`src/pcc_map.svh`:
```
/*
  register addresses, command-word bit positions and reset values of the
  cascaded interrupt controller pair.
  assumes a 16-bit i/o address and 8-bit data on the register port.
*/
`ifndef PCC_MAP_SVH
`define PCC_MAP_SVH

// ----------------------------------------------------------------------
// i/o addresses
// ----------------------------------------------------------------------
`define PCC_MASTER_BASE      16'h0020
`define PCC_SLAVE_BASE       16'h00A0
`define PCC_TRIG_MASTER_ADDR 16'h00E0
`define PCC_TRIG_SLAVE_ADDR  16'h00E1

// ----------------------------------------------------------------------
// command word bits
// ----------------------------------------------------------------------
`define PCC_INIT_SEL_BIT     4
`define PCC_STAT_SEL_BIT     3
`define PCC_LEGACY_LEGACY_LEVEL_TRIGGER_BIT_BIT  3
`define PCC_ROT_BIT          7
`define PCC_SEL_LVL_BIT      6
`define PCC_EOI_BIT          5
`define PCC_SMM_WE_BIT       6
`define PCC_SMM_BIT          5
`define PCC_POLL_BIT         2
`define PCC_RR_BIT           1
`define PCC_RIS_BIT          0
`define PCC_AUTO_END_OF_INTERRUPT_BIT         1

// ----------------------------------------------------------------------
// fixed codes and reset values
// ----------------------------------------------------------------------
`define PCC_CASCADE_LEVEL    3'h2
`define PCC_DEFAULT_LEVEL    3'h7
`define PCC_LOWEST_RST       3'h7
`define PCC_MASK_RST         8'h00
`define PCC_TRIG_RST         8'h00
`define PCC_TRIG_FIXED_M     8'h07
`define PCC_TRIG_FIXED_S     8'h21
`define PCC_UNMAPPED_READ    8'h00

`endif

```
`src/pcc_pkg.sv`:
```
/*
  types shared by the cascaded interrupt controller files.
  assumes nothing beyond a systemverilog compiler.
*/
package pcc_pkg;

  typedef enum logic [1:0] {
    PCC_ACK_IDLE  = 2'b01,
    PCC_ACK_WAIT2 = 2'b10
  } pcc_ack_t;

  typedef enum logic [3:0] {
    PCC_INIT_DONE = 4'b0001,
    PCC_INIT_W2   = 4'b0010,
    PCC_INIT_W3   = 4'b0100,
    PCC_INIT_W4   = 4'b1000
  } pcc_init_t;

endpackage

```
`src/pcc_top.sv`:
```
/*
  cascaded pair of 8-input interrupt controllers: command words, request
  capture, rotation, polling, masking and the two-pulse acknowledge.
  assumes a single 10 mhz clock, synchronous inputs, and a host that
  issues one-cycle read/write strobes and acknowledge pulses.
*/
// Behaviour
// - automatic rotation makes serviced level lowest, on the master only (the slave never ends automatically)
// - rotate on non-specific eoi
// - rotate-in-auto-eoi set and cleared
// - set-priority makes coded level bottom
// - set-priority keeps service; specific rotate clears
// - poll read acknowledges and returns level
// - requests frozen between poll write and read
// - master plus slave give fifteen levels
// - cascade code 010b selects slave
// - slave supplies vector on second pulse
// - legacy trigger bit ignored; per-input trigger register
// - inputs 0,1,2,8,13 fixed edge
// - edge mode needs low-to-high transition
// - level mode follows high level
// - dropped request yields default level seven
// - default level seven leaves service clear
// - each mask bit blocks its input
// - master mask bit 2 blocks slave
// - service bit blocks lower priorities
// - special mask ignores service bits
// - special mask entered and left
// - non-specific eoi clears highest service bit
// - after init input 0 highest
// - slave matches cascade code with id
// - vector upper bits from base word
`timescale 1ns/1ps
`default_nettype none
`include "pcc_map.svh"

module pcc_top
  import pcc_pkg::*;
(
  input  wire logic        mclk,
  input  wire logic        reset,
  input  wire logic [15:0] reg_addr,
  input  wire logic [7:0]  reg_wdata,
  input  wire logic        reg_wr,
  input  wire logic        reg_rd,
  output logic      [7:0]  reg_rdata,
  input  wire logic [15:0] irq_in,
  input  wire logic        interrupt_ack_strobe,
  output logic             cpu_interrupt_request,
  output logic      [7:0]  ack_vector,
  output logic             ack_vector_valid,
  output logic      [2:0]  cascade_code,
  output logic             cascade_valid
);

  // ----------------------------------------------------------------------
  // shared signals
  // ----------------------------------------------------------------------
  logic       any_w      [2];
  logic [2:0] win_w      [2];
  logic [4:0] vbase_ff   [2];
  logic [2:0] casid_ff   [2];
  logic [7:0] rd_val_w   [2];
  logic       rd_hit_w   [2];
  logic [7:0] raw_w      [2];
  logic [7:0] trig_ff    [2];
  logic       auto_end_of_interrupt_ff    [2];

  pcc_ack_t   ack_ff;
  logic       ack1;
  logic       ack2;
  logic       cas_hit;
  logic       slave_sel_ff;
  logic [2:0] resp_lvl_ff;
  logic [7:0] vec_ff;
  logic       vec_vld_ff;
  logic [2:0] cas_code_ff;
  logic       cas_vld_ff;
  logic       cpu_int_ff;
  logic [7:0] rdata_ff;
  logic [7:0] nxt_rdata;

  assign ack1 = interrupt_ack_strobe && (ack_ff == PCC_ACK_IDLE);
  assign ack2 = interrupt_ack_strobe && (ack_ff == PCC_ACK_WAIT2);

  assign cas_hit = any_w[0] && (win_w[0] == `PCC_CASCADE_LEVEL)
                   && (win_w[0] == casid_ff[1]);

  // slave output feeds master input 2
  assign raw_w[0] = {irq_in[7:3], any_w[1], irq_in[1:0]};
  assign raw_w[1] = {irq_in[15:9], ~irq_in[8]};

  // ----------------------------------------------------------------------
  // per-controller logic
  // ----------------------------------------------------------------------
  for (genvar c = 0; c < 2; c++)
  begin : g_ctl
    localparam logic [15:0] BASE  = (c == 0) ? `PCC_MASTER_BASE : `PCC_SLAVE_BASE;
    localparam logic [15:0] TADDR = (c == 0) ? `PCC_TRIG_MASTER_ADDR
                                             : `PCC_TRIG_SLAVE_ADDR;
    localparam logic [7:0]  FIXED = (c == 0) ? `PCC_TRIG_FIXED_M : `PCC_TRIG_FIXED_S;

    pcc_init_t  init_ff;
    logic [7:0] imr_ff;
    logic [7:0] isr_ff;
    logic [7:0] irr_ff;
    logic [7:0] prev_ff;
    logic [2:0] lowest_ff;
    logic       rot_auto_end_of_interrupt_ff;
    logic       smm_ff;
    logic       poll_ff;
    logic       ris_ff;
    logic       isr_any;
    logic [2:0] isr_top;
    logic       wr_cmd;
    logic       wr_dat;
    logic       init1;
    logic       rotate_eoi_command_word;
    logic       status_select_command_word;
    logic       poll_rd;
    logic       take;
    logic       auto_eoi;
    logic [2:0] lvl_code;
    logic [7:0] set_v;
    logic [7:0] clr_v;
    logic [7:0] nxt_irr;

    assign wr_cmd   = reg_wr && (reg_addr == BASE);
    assign wr_dat   = reg_wr && (reg_addr == BASE + 16'h0001);
    assign init1    = wr_cmd && reg_wdata[`PCC_INIT_SEL_BIT];
    assign rotate_eoi_command_word     = wr_cmd && !reg_wdata[`PCC_INIT_SEL_BIT]
                      && !reg_wdata[`PCC_STAT_SEL_BIT];
    assign status_select_command_word     = wr_cmd && !reg_wdata[`PCC_INIT_SEL_BIT]
                      && reg_wdata[`PCC_STAT_SEL_BIT];
    assign poll_rd  = reg_rd && (reg_addr == BASE) && poll_ff;
    assign take     = (c == 0) ? 1'b1 : cas_hit;
    assign auto_eoi = (c == 0) && ack2 && auto_end_of_interrupt_ff[c] && isr_any;
    assign lvl_code = reg_wdata[2:0];

    pcc_prio #(
      .LEVELS (8)
    ) u_prio (
      .req     (irr_ff),
      .in_service_register     (isr_ff),
      .mask    (imr_ff),
      .lowest  (lowest_ff),
      .special_mask_bit     (smm_ff),
      .any     (any_w[c]),
      .win     (win_w[c]),
      .isr_any (isr_any),
      .isr_top (isr_top)
    );

    // initialisation sequence and configuration words
    // legacy trigger bit ignored
    always_ff @(posedge mclk)
    begin
      if (reset)
      begin
        init_ff     <= PCC_INIT_DONE;
        imr_ff      <= `PCC_MASK_RST;
        vbase_ff[c] <= 5'h00;
        casid_ff[c] <= 3'h0;
        auto_end_of_interrupt_ff[c]  <= 1'b0;
      end
      else if (init1)
      begin
        init_ff <= PCC_INIT_W2;
        imr_ff  <= `PCC_MASK_RST;
      end
      else if (wr_dat)
      begin
        unique case (init_ff)
          PCC_INIT_W2: begin vbase_ff[c] <= reg_wdata[7:3]; init_ff <= PCC_INIT_W3; end
          PCC_INIT_W3: begin casid_ff[c] <= reg_wdata[2:0]; init_ff <= PCC_INIT_W4; end
          PCC_INIT_W4: begin auto_end_of_interrupt_ff[c] <= reg_wdata[`PCC_AUTO_END_OF_INTERRUPT_BIT]; init_ff <= PCC_INIT_DONE; end
          PCC_INIT_DONE: imr_ff <= reg_wdata;
        endcase
      end
    end

    // status-select command word: special mask, poll, read select
    always_ff @(posedge mclk)
    begin
      if (reset || init1)
      begin
        smm_ff  <= 1'b0;
        poll_ff <= 1'b0;
        ris_ff  <= 1'b0;
      end
      else if (status_select_command_word)
      begin
        if (reg_wdata[`PCC_SMM_WE_BIT])
        begin
          smm_ff <= reg_wdata[`PCC_SMM_BIT];
        end
        if (reg_wdata[`PCC_RR_BIT])
        begin
          ris_ff <= reg_wdata[`PCC_RIS_BIT];
        end
        poll_ff <= reg_wdata[`PCC_POLL_BIT];
      end
      else if (poll_rd)
      begin
        poll_ff <= 1'b0;
      end
    end

    // trigger mode register
    always_ff @(posedge mclk)
    begin
      if (reset)
      begin
        trig_ff[c] <= `PCC_TRIG_RST;
      end
      else if (reg_wr && reg_addr == TADDR)
      begin
        trig_ff[c] <= reg_wdata & ~FIXED;
      end
    end

    // in-service set and clear sources
    always_comb
    begin
      set_v = 8'h00;
      clr_v = 8'h00;
      if ((ack1 && take && any_w[c]) || (poll_rd && any_w[c]))
      begin
        set_v[win_w[c]] = 1'b1;
      end
      if (rotate_eoi_command_word && reg_wdata[`PCC_EOI_BIT])
      begin
        if (reg_wdata[`PCC_SEL_LVL_BIT])
        begin
          clr_v[lvl_code] = 1'b1;
        end
        else if (isr_any)
        begin
          clr_v[isr_top] = 1'b1;
        end
      end
      if (auto_eoi)
      begin
        clr_v[isr_top] = 1'b1;
      end
    end

    always_ff @(posedge mclk)
    begin
      if (reset || init1)
      begin
        isr_ff <= 8'h00;
      end
      else
      begin
        isr_ff <= (isr_ff & ~clr_v) | set_v;
      end
    end

    // request capture, frozen while a poll is outstanding
    always_comb
    begin
      nxt_irr = irr_ff;
      if (!poll_ff)
      begin
        nxt_irr = raw_w[c] & (trig_ff[c] | irr_ff | ~prev_ff);
      end
      nxt_irr = nxt_irr & ~set_v;
    end

    always_ff @(posedge mclk)
    begin
      if (reset)
      begin
        irr_ff  <= 8'h00;
        prev_ff <= 8'h00;
      end
      else
      begin
        irr_ff <= nxt_irr;
        if (!poll_ff)
        begin
          prev_ff <= raw_w[c];
        end
      end
    end

    // priority rotation
    always_ff @(posedge mclk)
    begin
      if (reset || init1)
      begin
        lowest_ff   <= `PCC_LOWEST_RST;
        rot_auto_end_of_interrupt_ff <= 1'b0;
      end
      else if (rotate_eoi_command_word)
      begin
        if (reg_wdata[`PCC_ROT_BIT] && reg_wdata[`PCC_SEL_LVL_BIT])
        begin
          lowest_ff <= lvl_code;
        end
        else if (reg_wdata[`PCC_ROT_BIT] && reg_wdata[`PCC_EOI_BIT] && isr_any)
        begin
          lowest_ff <= isr_top;
        end
        else if (!reg_wdata[`PCC_EOI_BIT] && !reg_wdata[`PCC_SEL_LVL_BIT])
        begin
          rot_auto_end_of_interrupt_ff <= reg_wdata[`PCC_ROT_BIT];
        end
      end
      else if (auto_eoi && rot_auto_end_of_interrupt_ff)
      begin
        lowest_ff <= isr_top;
      end
    end

    // read selection
    always_comb
    begin
      rd_hit_w[c] = 1'b1;
      rd_val_w[c] = `PCC_UNMAPPED_READ;
      if (reg_addr == BASE && poll_ff)
      begin
        rd_val_w[c] = {any_w[c], 4'h0, win_w[c]};
      end
      else if (reg_addr == BASE)
      begin
        rd_val_w[c] = ris_ff ? isr_ff : irr_ff;
      end
      else if (reg_addr == BASE + 16'h0001)
      begin
        rd_val_w[c] = imr_ff;
      end
      else if (reg_addr == TADDR)
      begin
        rd_val_w[c] = trig_ff[c];
      end
      else
      begin
        rd_hit_w[c] = 1'b0;
      end
    end
  end

  // ----------------------------------------------------------------------
  // acknowledge sequence
  // ----------------------------------------------------------------------
  always_ff @(posedge mclk)
  begin
    if (reset)
    begin
      ack_ff <= PCC_ACK_IDLE;
    end
    else if (ack1)
    begin
      ack_ff <= PCC_ACK_WAIT2;
    end
    else if (ack2)
    begin
      ack_ff <= PCC_ACK_IDLE;
    end
  end

  always_ff @(posedge mclk)
  begin
    if (reset)
    begin
      slave_sel_ff <= 1'b0;
      resp_lvl_ff  <= 3'h0;
      cas_code_ff  <= 3'h0;
      cas_vld_ff   <= 1'b0;
    end
    else if (ack1)
    begin
      slave_sel_ff <= cas_hit;
      cas_code_ff  <= cas_hit ? win_w[0] : 3'h0;
      cas_vld_ff   <= cas_hit;
      if (cas_hit)
      begin
        resp_lvl_ff <= any_w[1] ? win_w[1] : `PCC_DEFAULT_LEVEL;
      end
      else
      begin
        resp_lvl_ff <= any_w[0] ? win_w[0] : `PCC_DEFAULT_LEVEL;
      end
    end
    else if (ack2)
    begin
      // code returns to idle together with the select
      cas_code_ff <= 3'h0;
      cas_vld_ff  <= 1'b0;
    end
  end

  always_ff @(posedge mclk)
  begin
    if (reset)
    begin
      vec_ff     <= 8'h00;
      vec_vld_ff <= 1'b0;
    end
    else
    begin
      vec_vld_ff <= ack2;
      if (ack2)
      begin
        vec_ff <= {slave_sel_ff ? vbase_ff[1] : vbase_ff[0], resp_lvl_ff};
      end
    end
  end

  // ----------------------------------------------------------------------
  // processor request and register read port
  // ----------------------------------------------------------------------
  always_ff @(posedge mclk)
  begin
    if (reset)
    begin
      cpu_int_ff <= 1'b0;
    end
    else
    begin
      cpu_int_ff <= any_w[0];
    end
  end

  always_comb
  begin
    nxt_rdata = `PCC_UNMAPPED_READ;
    if (rd_hit_w[0])
    begin
      nxt_rdata = rd_val_w[0];
    end
    else if (rd_hit_w[1])
    begin
      nxt_rdata = rd_val_w[1];
    end
  end

  always_ff @(posedge mclk)
  begin
    if (reset)
    begin
      rdata_ff <= 8'h00;
    end
    else if (reg_rd)
    begin
      rdata_ff <= nxt_rdata;
    end
  end

  assign reg_rdata             = rdata_ff;
  assign cpu_interrupt_request = cpu_int_ff;
  assign ack_vector            = vec_ff;
  assign ack_vector_valid      = vec_vld_ff;
  assign cascade_code          = cas_code_ff;
  assign cascade_valid         = cas_vld_ff;

endmodule // pcc_top

`default_nettype wire

```
`src/pcc_prio.sv`:
```
/*
  priority resolver of one 8-input controller: rotating priority,
  in-service blocking, masking and the end-of-interrupt target.
  assumes all inputs are registered state of the same clock domain.
*/
`timescale 1ns/1ps
`default_nettype none

module pcc_prio
  import pcc_pkg::*;
#(
  parameter int LEVELS = 8
)
(
  input  wire logic [LEVELS-1:0]         req,
  input  wire logic [LEVELS-1:0]         in_service_register,
  input  wire logic [LEVELS-1:0]         mask,
  input  wire logic [$clog2(LEVELS)-1:0] lowest,
  input  wire logic                      special_mask_bit,
  output logic                           any,
  output logic [$clog2(LEVELS)-1:0]      win,
  output logic                           isr_any,
  output logic [$clog2(LEVELS)-1:0]      isr_top
);

  localparam int LW = $clog2(LEVELS);

  if (LEVELS < 2 || (1 << LW) != LEVELS)
  begin : g_chk
    $error("pcc_prio: LEVELS must be a power of two");
  end

  always_comb
  begin
    logic              blocked;
    logic [LW-1:0]     lvl;
    blocked = 1'b0;
    lvl     = '0;
    any     = 1'b0;
    win     = '0;
    isr_any = 1'b0;
    isr_top = '0;
    // scan from the level just above the bottom one, circularly
    for (int j = 0; j < LEVELS; j++)
    begin
      lvl = lowest + LW'(j + 1);
      if (in_service_register[lvl] && !special_mask_bit)
      begin
        blocked = 1'b1;
      end
      if (!any && !blocked && req[lvl] && !mask[lvl])
      begin
        any = 1'b1;
        win = lvl;
      end
      if (!isr_any && in_service_register[lvl] && !(special_mask_bit && mask[lvl]))
      begin
        isr_any = 1'b1;
        isr_top = lvl;
      end
    end
  end

endmodule // pcc_prio

`default_nettype wire

```
`config.mk`:
```
export PLATFORM = sky130hd
export DESIGN_NAME = pcc_top
export DESIGN_NICKNAME = d
export VERILOG_FILES = /design/src/pcc_pkg.sv /design/src/pcc_top.sv /design/src/pcc_prio.sv
export VERILOG_INCLUDE_DIRS = /design/src
export SDC_FILE = /design/constraint.sdc
export NUM_CORES = 1
export LEC_CHECK = 0
export BUFFER_PORTS_ARGS = -buffer_cell sky130_fd_sc_hd__clkbuf_2
export CAP_MARGIN = 40
export CORE_AREA = 4 4 218 220
export CTS_BUF_LIST = sky130_fd_sc_hd__clkbuf_4
export DETAILED_ROUTE_END_ITERATION = 16
export DIE_AREA = 0 0 222 224
export GPL_TIMING_DRIVEN = 0
export SETUP_SLACK_MARGIN = 0.5
export SYNTH_ARGS = -nofsm -noshare
export SYNTH_HDL_FRONTEND = slang
export SYNTH_SLANG_ARGS = --single-unit
```
`constraint.sdc`:
```
create_clock -name mclk -period 9 [get_ports mclk]
set_clock_uncertainty 0.2 [all_clocks]
set_input_delay 1.8 -clock mclk [delete_from_list [all_inputs] [get_ports mclk]]
set_output_delay 1.8 -clock mclk [all_outputs]
set_load 0.1 [all_outputs]
```
# Yosys cells after proc, flatten, opt, wreduce, memory -nomap -nowiden
# Memories as Yosys holds them, arrays and structs flattened.
# Cells that the tools add are included.
# classes
n_addsub	14
n_lt_le_gt_ge	26
eq_ne	19
n_mux	290
n_bitwise	30
n_reduce_logical	264
# ops
op	count
two-way mux 8 bit	23
two-way mux 1 bit	155
logical AND 1 bit	152
binary-select mux 1 bit (select 3 bit)	48
two-way mux 3 bit	46
< comparator 3 x 4 -> 1 bit, second input constant	21
zero test 1 bit	82
== test 16 x 8 -> 1 bit, second input constant	4
OR 8 bit	7
AND 8 bit	6
inverter 8 bit	6
== test 16 x 6 -> 1 bit, second input constant	2
adder 3 bit, second input constant	8
case mux 4 bit (3 select lines)	2
AND reduction 2 bit	12
demux 1 bit (select 3 bit)	5
greater-or-equal comparator 3 x 1 -> 1 bit, second input constant	5
two-way mux 5 bit	3
two-way mux 7 bit	2
nonzero test 2 bit	7
adder 3 x 2 -> 3 bit, second input constant	4
two-way mux 2 bit	6
== test 4 x 1 -> 1 bit, second input constant	2
== test 4 x 2 -> 1 bit, second input constant	2
other kinds (15)	33
# word_totals
register_bits	113
ram_bits	32
in_bits	45
output_inout_bits	22
elab_cells	677
mem_count	4
# mem_list
name	depth	word_bits	rd	rd_clocked_by_memory_dff	write_ports	line_no	text
trig_ff	2	7	2	0	2	pcc_top.sv:66	logic [7:0] trig_ff [2];
vbase_ff	2	5	2	0	2	pcc_top.sv:61	logic [4:0] vbase_ff [2];
casid_ff	2	3	1	0	2	pcc_top.sv:62	logic [2:0] casid_ff [2];
auto_end_of_interrupt_ff	2	1	1	0	2	pcc_top.sv:67	logic auto_end_of_interrupt_ff [2];

# Depth between registers and ports, before layout
# logic_depth
depth_word	53
ltp_mapped	18
ltp_nobuf	12

# By module
# A second synthesis with hierarchy kept.
# unflattened
cells_unflattened	1313
hier_area_um2	11628.7
# by_module_without_submodules
mod	n_inst	cells_per_inst	area_per_inst_um2	seq_area_each_um2
pcc_top	1	789	6969.2	3012.9
pcc_prio	2	262	2329.7	0.0

# Worst setup path after synthesis
# OpenSTA, ideal clock, no wires.
# synth_timing
path_kind	input-to-reg
startpoint	in reg_addr[9]
endpoint	reg g_ctl[1].isr_ff[2]
setup_time_ns	0.116
arrival_ns	4.330
required_ns	8.684
path_slack_ns	4.354
stages	11
path_buffers	1
cell_sequence	nor4_1 -> nand4_1 -> nor3b_1 -> and2_1 -> clkbuf_1 -> nand3_1 -> a31oi_1 -> and2_1 -> o2111ai_1 -> and4_1 -> a31o_2
# synth_between
elab_chain_cells	9
elab_cells_between_ends	16
cone_classes	eq/ne: 1; mux: 2; bitwise: 3; reduce/logical: 10
# synth_rtl
element	line_no	text
start, declared	pcc_top.sv:42	input wire logic [15:0] reg_addr,
== test 16 x 8 -> 1 bit (*)	pcc_top.sv:128, pcc_top.sv:135	
logical AND 1 bit	pcc_top.sv:128	assign wr_cmd = reg_wr && (reg_addr == BASE);
logical AND 1 bit (2 in series)	pcc_top.sv:131	assign rotate_eoi_command_word = wr_cmd && !reg_wdata[`PCC_INIT_SEL_BIT]
logical AND 1 bit	pcc_top.sv:231	if (rotate_eoi_command_word && reg_wdata[`PCC_EOI_BIT])
two-way mux 8 bit	pcc_top.sv:231	
inverter 8 bit	pcc_top.sv:256	isr_ff <= (isr_ff & ~clr_v) | set_v;
AND 8 bit	pcc_top.sv:256	
OR 8 bit	pcc_top.sv:256	
end signal, assigned	pcc_top.sv:256	
end, declared	pcc_top.sv:105	logic [7:0] isr_ff;
# Mark *: on every way between the ends. The rest lies on a longest branch, timed or not.
# A chain may end at the register's enable or synchronous reset.

# Worst setup path after layout
# layout_timing
startpoint	reg g_ctl[1].lowest_ff[0]
endpoint	reg g_ctl[1].isr_ff[2]
# layout_between
elab_chain_cells	50
elab_cells_between_ends	207
cone_classes	add/sub: 7; order compare: 4; mux: 96; bitwise: 3; reduce/logical: 97
# layout_rtl
element	line_no	text
start, declared	pcc_top.sv:108	logic [2:0] lowest_ff;
start signal, assigned	pcc_top.sv:293	lowest_ff <= `PCC_LOWEST_RST;
start signal, assigned	pcc_top.sv:300	lowest_ff <= lvl_code;
start signal, assigned	pcc_top.sv:304	lowest_ff <= isr_top;
adder 3 x 1 -> 3 bit	pcc_prio.sv:46	lvl = lowest + LW'(j + 1);
binary-select mux 1 bit (select 3 bit)	pcc_prio.sv:47, pcc_prio.sv:56	
two-way mux 1 bit (not written as such)	pcc_prio.sv:47, pcc_prio.sv:56	
logical AND 1 bit	pcc_prio.sv:47	if (in_service_register[lvl] && !special_mask_bit)
two-way mux 1 bit	pcc_prio.sv:47	
zero test 1 bit	pcc_prio.sv:51	if (!any && !blocked && req[lvl] && !mask[lvl])
logical AND 1 bit (2 in series)	pcc_prio.sv:51	
two-way mux 1 bit	pcc_prio.sv:51	
[31 not listed]	-	
logical AND 1 bit (3 in series)	pcc_prio.sv:51	
two-way mux 3 bit	pcc_prio.sv:51	
< comparator 3 x 4 -> 1 bit (not written as such) / greater-or-equal comparator 3 x 1 -> 1 bit (equally long branches)	pcc_top.sv:229	set_v[win_w[c]] = 1'b1;
logical AND 1 bit (not written as such)	pcc_top.sv:229	
two-way mux 1 bit (not written as such)	pcc_top.sv:229	
demux 1 bit (select 3 bit)	pcc_top.sv:229	
two-way mux 8 bit	pcc_top.sv:227	if ((ack1 && take && any_w[c]) || (poll_rd && any_w[c]))
OR 8 bit (*)	pcc_top.sv:256	
# Mark *: on every way between the ends. The rest lies on a longest branch, timed or not. The select of a mux whose other input is x is not followed.

==> flow_summary.ini <==
[status]
outcome = complete, no violations

[power]
p_total_uw = 1540
pwr_density_cell_nw_per_um2 = 121
peakVddDrop_mv = 0.0967
power_leakage_uw = 0.00463

[grt]
grt_pass1_wl_mm = 61.4
grt_pass1_vias = 10400
track_usage_pct = 15.4
grt_max_degree = 17
antenna_found_initial = 1
grt.overflow.total = 0

[clock_tree]
clk_latency_ps = 580
clk_pin_slew_ps = 130
cts_made_buffers = 17
cts_root_buf = clkbuf_4
cts_hold_buf = 0
cts_tree = yes
htree_levels = 4
postCtsSetupRepairBufs = 0
clkSinkCount = 138
post_cts_resized = 0
clock_path_buffers = 2

[drt]
route.detailed.drc = 0
drt.antenna.violating_nets = 0
wire_per_inst_um = 20.4
first_pass_iters = 6
drt_wl_total_mm = 39.7
drt-initial-drc-count = 1021
routed_via_density = 5.63
vias = 11000

[critical_path]
worstPathCellList = buf_2, inv_1, buf_4, ha_1, buf_2, buf_6, mux2i_1, mux2i_1, o211ai_1, a21oi_1, nor3_1, a311oi_1, a22o_1, o21bai_1, and2b_1, buf_4, a31o_2
cp_max_fo = 10
worst_ep_arrival_time_ps = 5250
cpPeakStageDelay_ps = 600
cp-start-kind = register
reg2reg_slack_ps = 4030
cpMaxStageDelayCell = o211ai_1
worstSetupPathType = reg2reg
cp-end-kind = register
crit_required_ps = 9280

[synthesis]
postSynthCellCount = 1247
synth_edf_count = 25
synthDistinctLibCells = 109
synth_most_common_cell = nor2_1
async_flop_share_pct = 0
synthesis.nets = 1296
synthTopCellsByArea = dfxtp_1, mux4_2, mux2i_1, edfxtp_1, nor2_1
synthTopCellsByCount = nor2_1, dfxtp_1, a21oi_1
synth_top_area_cell = dfxtp_1
yosysSeqAreaShare_pct = 26.7
synth-seq-cells = 138
post_synth.cell_area_avg_um2 = 9.06
synthFlopType = dfxtp_1
synth_top_area_share_pct = 20.0
yosysWarningCount = 0
synthesis.area_um2 = 11300

[placement]
io_buffer_count = 62
place_congestion = 0.959
dp_hpwl_mm = 30.2

[layout]
nFillCells = 4877
final_net_count = 1380
utilization_pct = 28.1
register_area_um2 = 3010
multi_input_area_um2 = 7630
drive_above_1_share_pct = 20.8
syn_to_final_growth_pct = 12.5

[die]
core_area_um2 = 45300
die_w_um = 222
die_h_um = 224
io_pins = 67
die_area_um2 = 49700
initial_core_util_pct = 24.9
rows = 78

[sta]
setup_viol = 0
period_share_pct = 55.3
period_needed_ps = 4970
rsz0062_at_grt = false
max_freq_ghz = 0.201
tightest_slew_ps = 834
max_slew_margin_pct = 44.4
finalMaxSlewViolations = 0
fin_setup_tns_ps = 0
hold_slack_ps = 267
hold_viol_final = 0

[hold_path]
min_path_type = reg2reg

[run]
cap_viol_max_count = 0
[per-stage QoR]
step / cell area (um^2) / setup WS (ps) / std cells
global placement: 12400 / 3180 / 1909
floorplan: 11300 / 4350 / 1247
detailed placement: 12400 / 3790 / 1912
CTS: 12700 / 4060 / 1944
finish: 12700 / 4030 / 1946
global route: 12700 / 3580 / 1945
[final timing paths]
kind,depth (start not counted),endpoint,start
hold reg to reg,2,g_ctl[0].prev_ff[2],g_ctl[0].prev_ff[2]
hold / removal,2,g_ctl[0].prev_ff[2],g_ctl[0].prev_ff[2]
setup / recovery,17,g_ctl[1].isr_ff[2],g_ctl[1].lowest_ff[0]
setup reg to reg,17,g_ctl[1].isr_ff[2],g_ctl[1].lowest_ff[0]
[cell type report]
| cell class | instances | area share (%) |
|---|---|---|
| Antenna cell | 2 | 0.0394 |
| Buffer | 88 | 4.17 |
| Clock buffer | 17 | 1.00 |
| Clock inverter | 15 | 1.57 |
| Inverter | 34 | 1.00 |
| Multi-Input combinational cell | 987 | 60.0 |
| Sequential cell | 138 | 23.7 |
| Tap cell | 600 | 5.91 |
| Timing Repair Buffer | 65 | 2.58 |
[power by group]
group / internal (uW) / switching (uW) / leakage [uW] / total [uW]
Sequential: 651 / 25.3 / 0.00117 / 676
Clock: 221 / 252 / 0.000172 / 473
Combinational: 137 / 252 / 0.00329 / 389
Total: 1010 / 530 / 0.00463 / 1540
[cell usage in the layout (no fill, tap or decap), types with 11 or more instances in the layout]
master | netlist | layout
buf_2 | 16 | 18
clkbuf_1 | 44 | 44
inv_1 | 28 | 28
nor3_1 | 18 | 18
nor2_1 | 153 | 153
mux2i_1 | 85 | 85
a31o_2 | 13 | 13
a21oi_1 | 91 | 91
nand2_1 | 83 | 83
nor3b_1 | 15 | 15
a31oi_1 | 14 | 14
o21ai_0 | 43 | 43
and3_1 | 11 | 11
nor2b_1 | 16 | 16
nand2b_1 | 29 | 29
edfxtp_1 | 25 | 25
and2_1 | 32 | 32
a211oi_1 | 18 | 18
nand4_1 | 11 | 11
dfxtp_1 | 113 | 113
nor4_1 | 13 | 12
mux4_2 | 54 | 54
mux4_1 | 11 | 11
mux2_2 | 26 | 26
clkbuf_2 | 0 | 62
nand3_1 | 36 | 36
clkbuf_4 | 0 | 17
[state kept, by name, summed over array words and instances (netlist names), 2 cells and up]
register and flops:
casid_ff 3, g_ctl.ris_ff 2, g_ctl.poll_ff 2, g_ctl.imr_ff 16, resp_lvl_ff 3, vbase_ff 10, cascade_code 3, g_ctl.smm_ff 2
g_ctl.isr_ff 16, g_ctl.lowest_ff 6, trig_ff 11, reg_rdata 8, g_ctl.irr_ff 16, ack_vector 8, g_ctl.init_ff 8, ack_ff 2
g_ctl.prev_ff 16
[metal layers]
layer | share of wire [%] | up-vias | GRT usage (%)
met2 | 44 | 577 | 24.1
met1 | 45 | 5390 | 22.0
met3 | 8.1 | 67 | 2.63
met4 | 2.6 | 0 | 4.42
met5 | 0 | - | 0
li1 | - | 4930 | -
[critical path: cells and delay by family, from the launching register on]
family	cells	cell delay [ps]
compound gates	6	1790
buf+inv	6	1200
simple gates	2	570
mux	2	430
flops	1	370
fa+ha+maj	1	280
[logic make-up (layout without fill, tap and decap cells)]
group	after synthesis	after routing	synth area share, %
compound gates	324	324	20.5
xor+xnor	10	10	1.01
fa+ha+maj	4	4	0.443
buf+inv	122	219	5.83
flops	138	138	26.7
mux	179	179	24.1
other cells	0	2	0
simple gates	470	470	21.5
(Power assumes the default switching activity.)
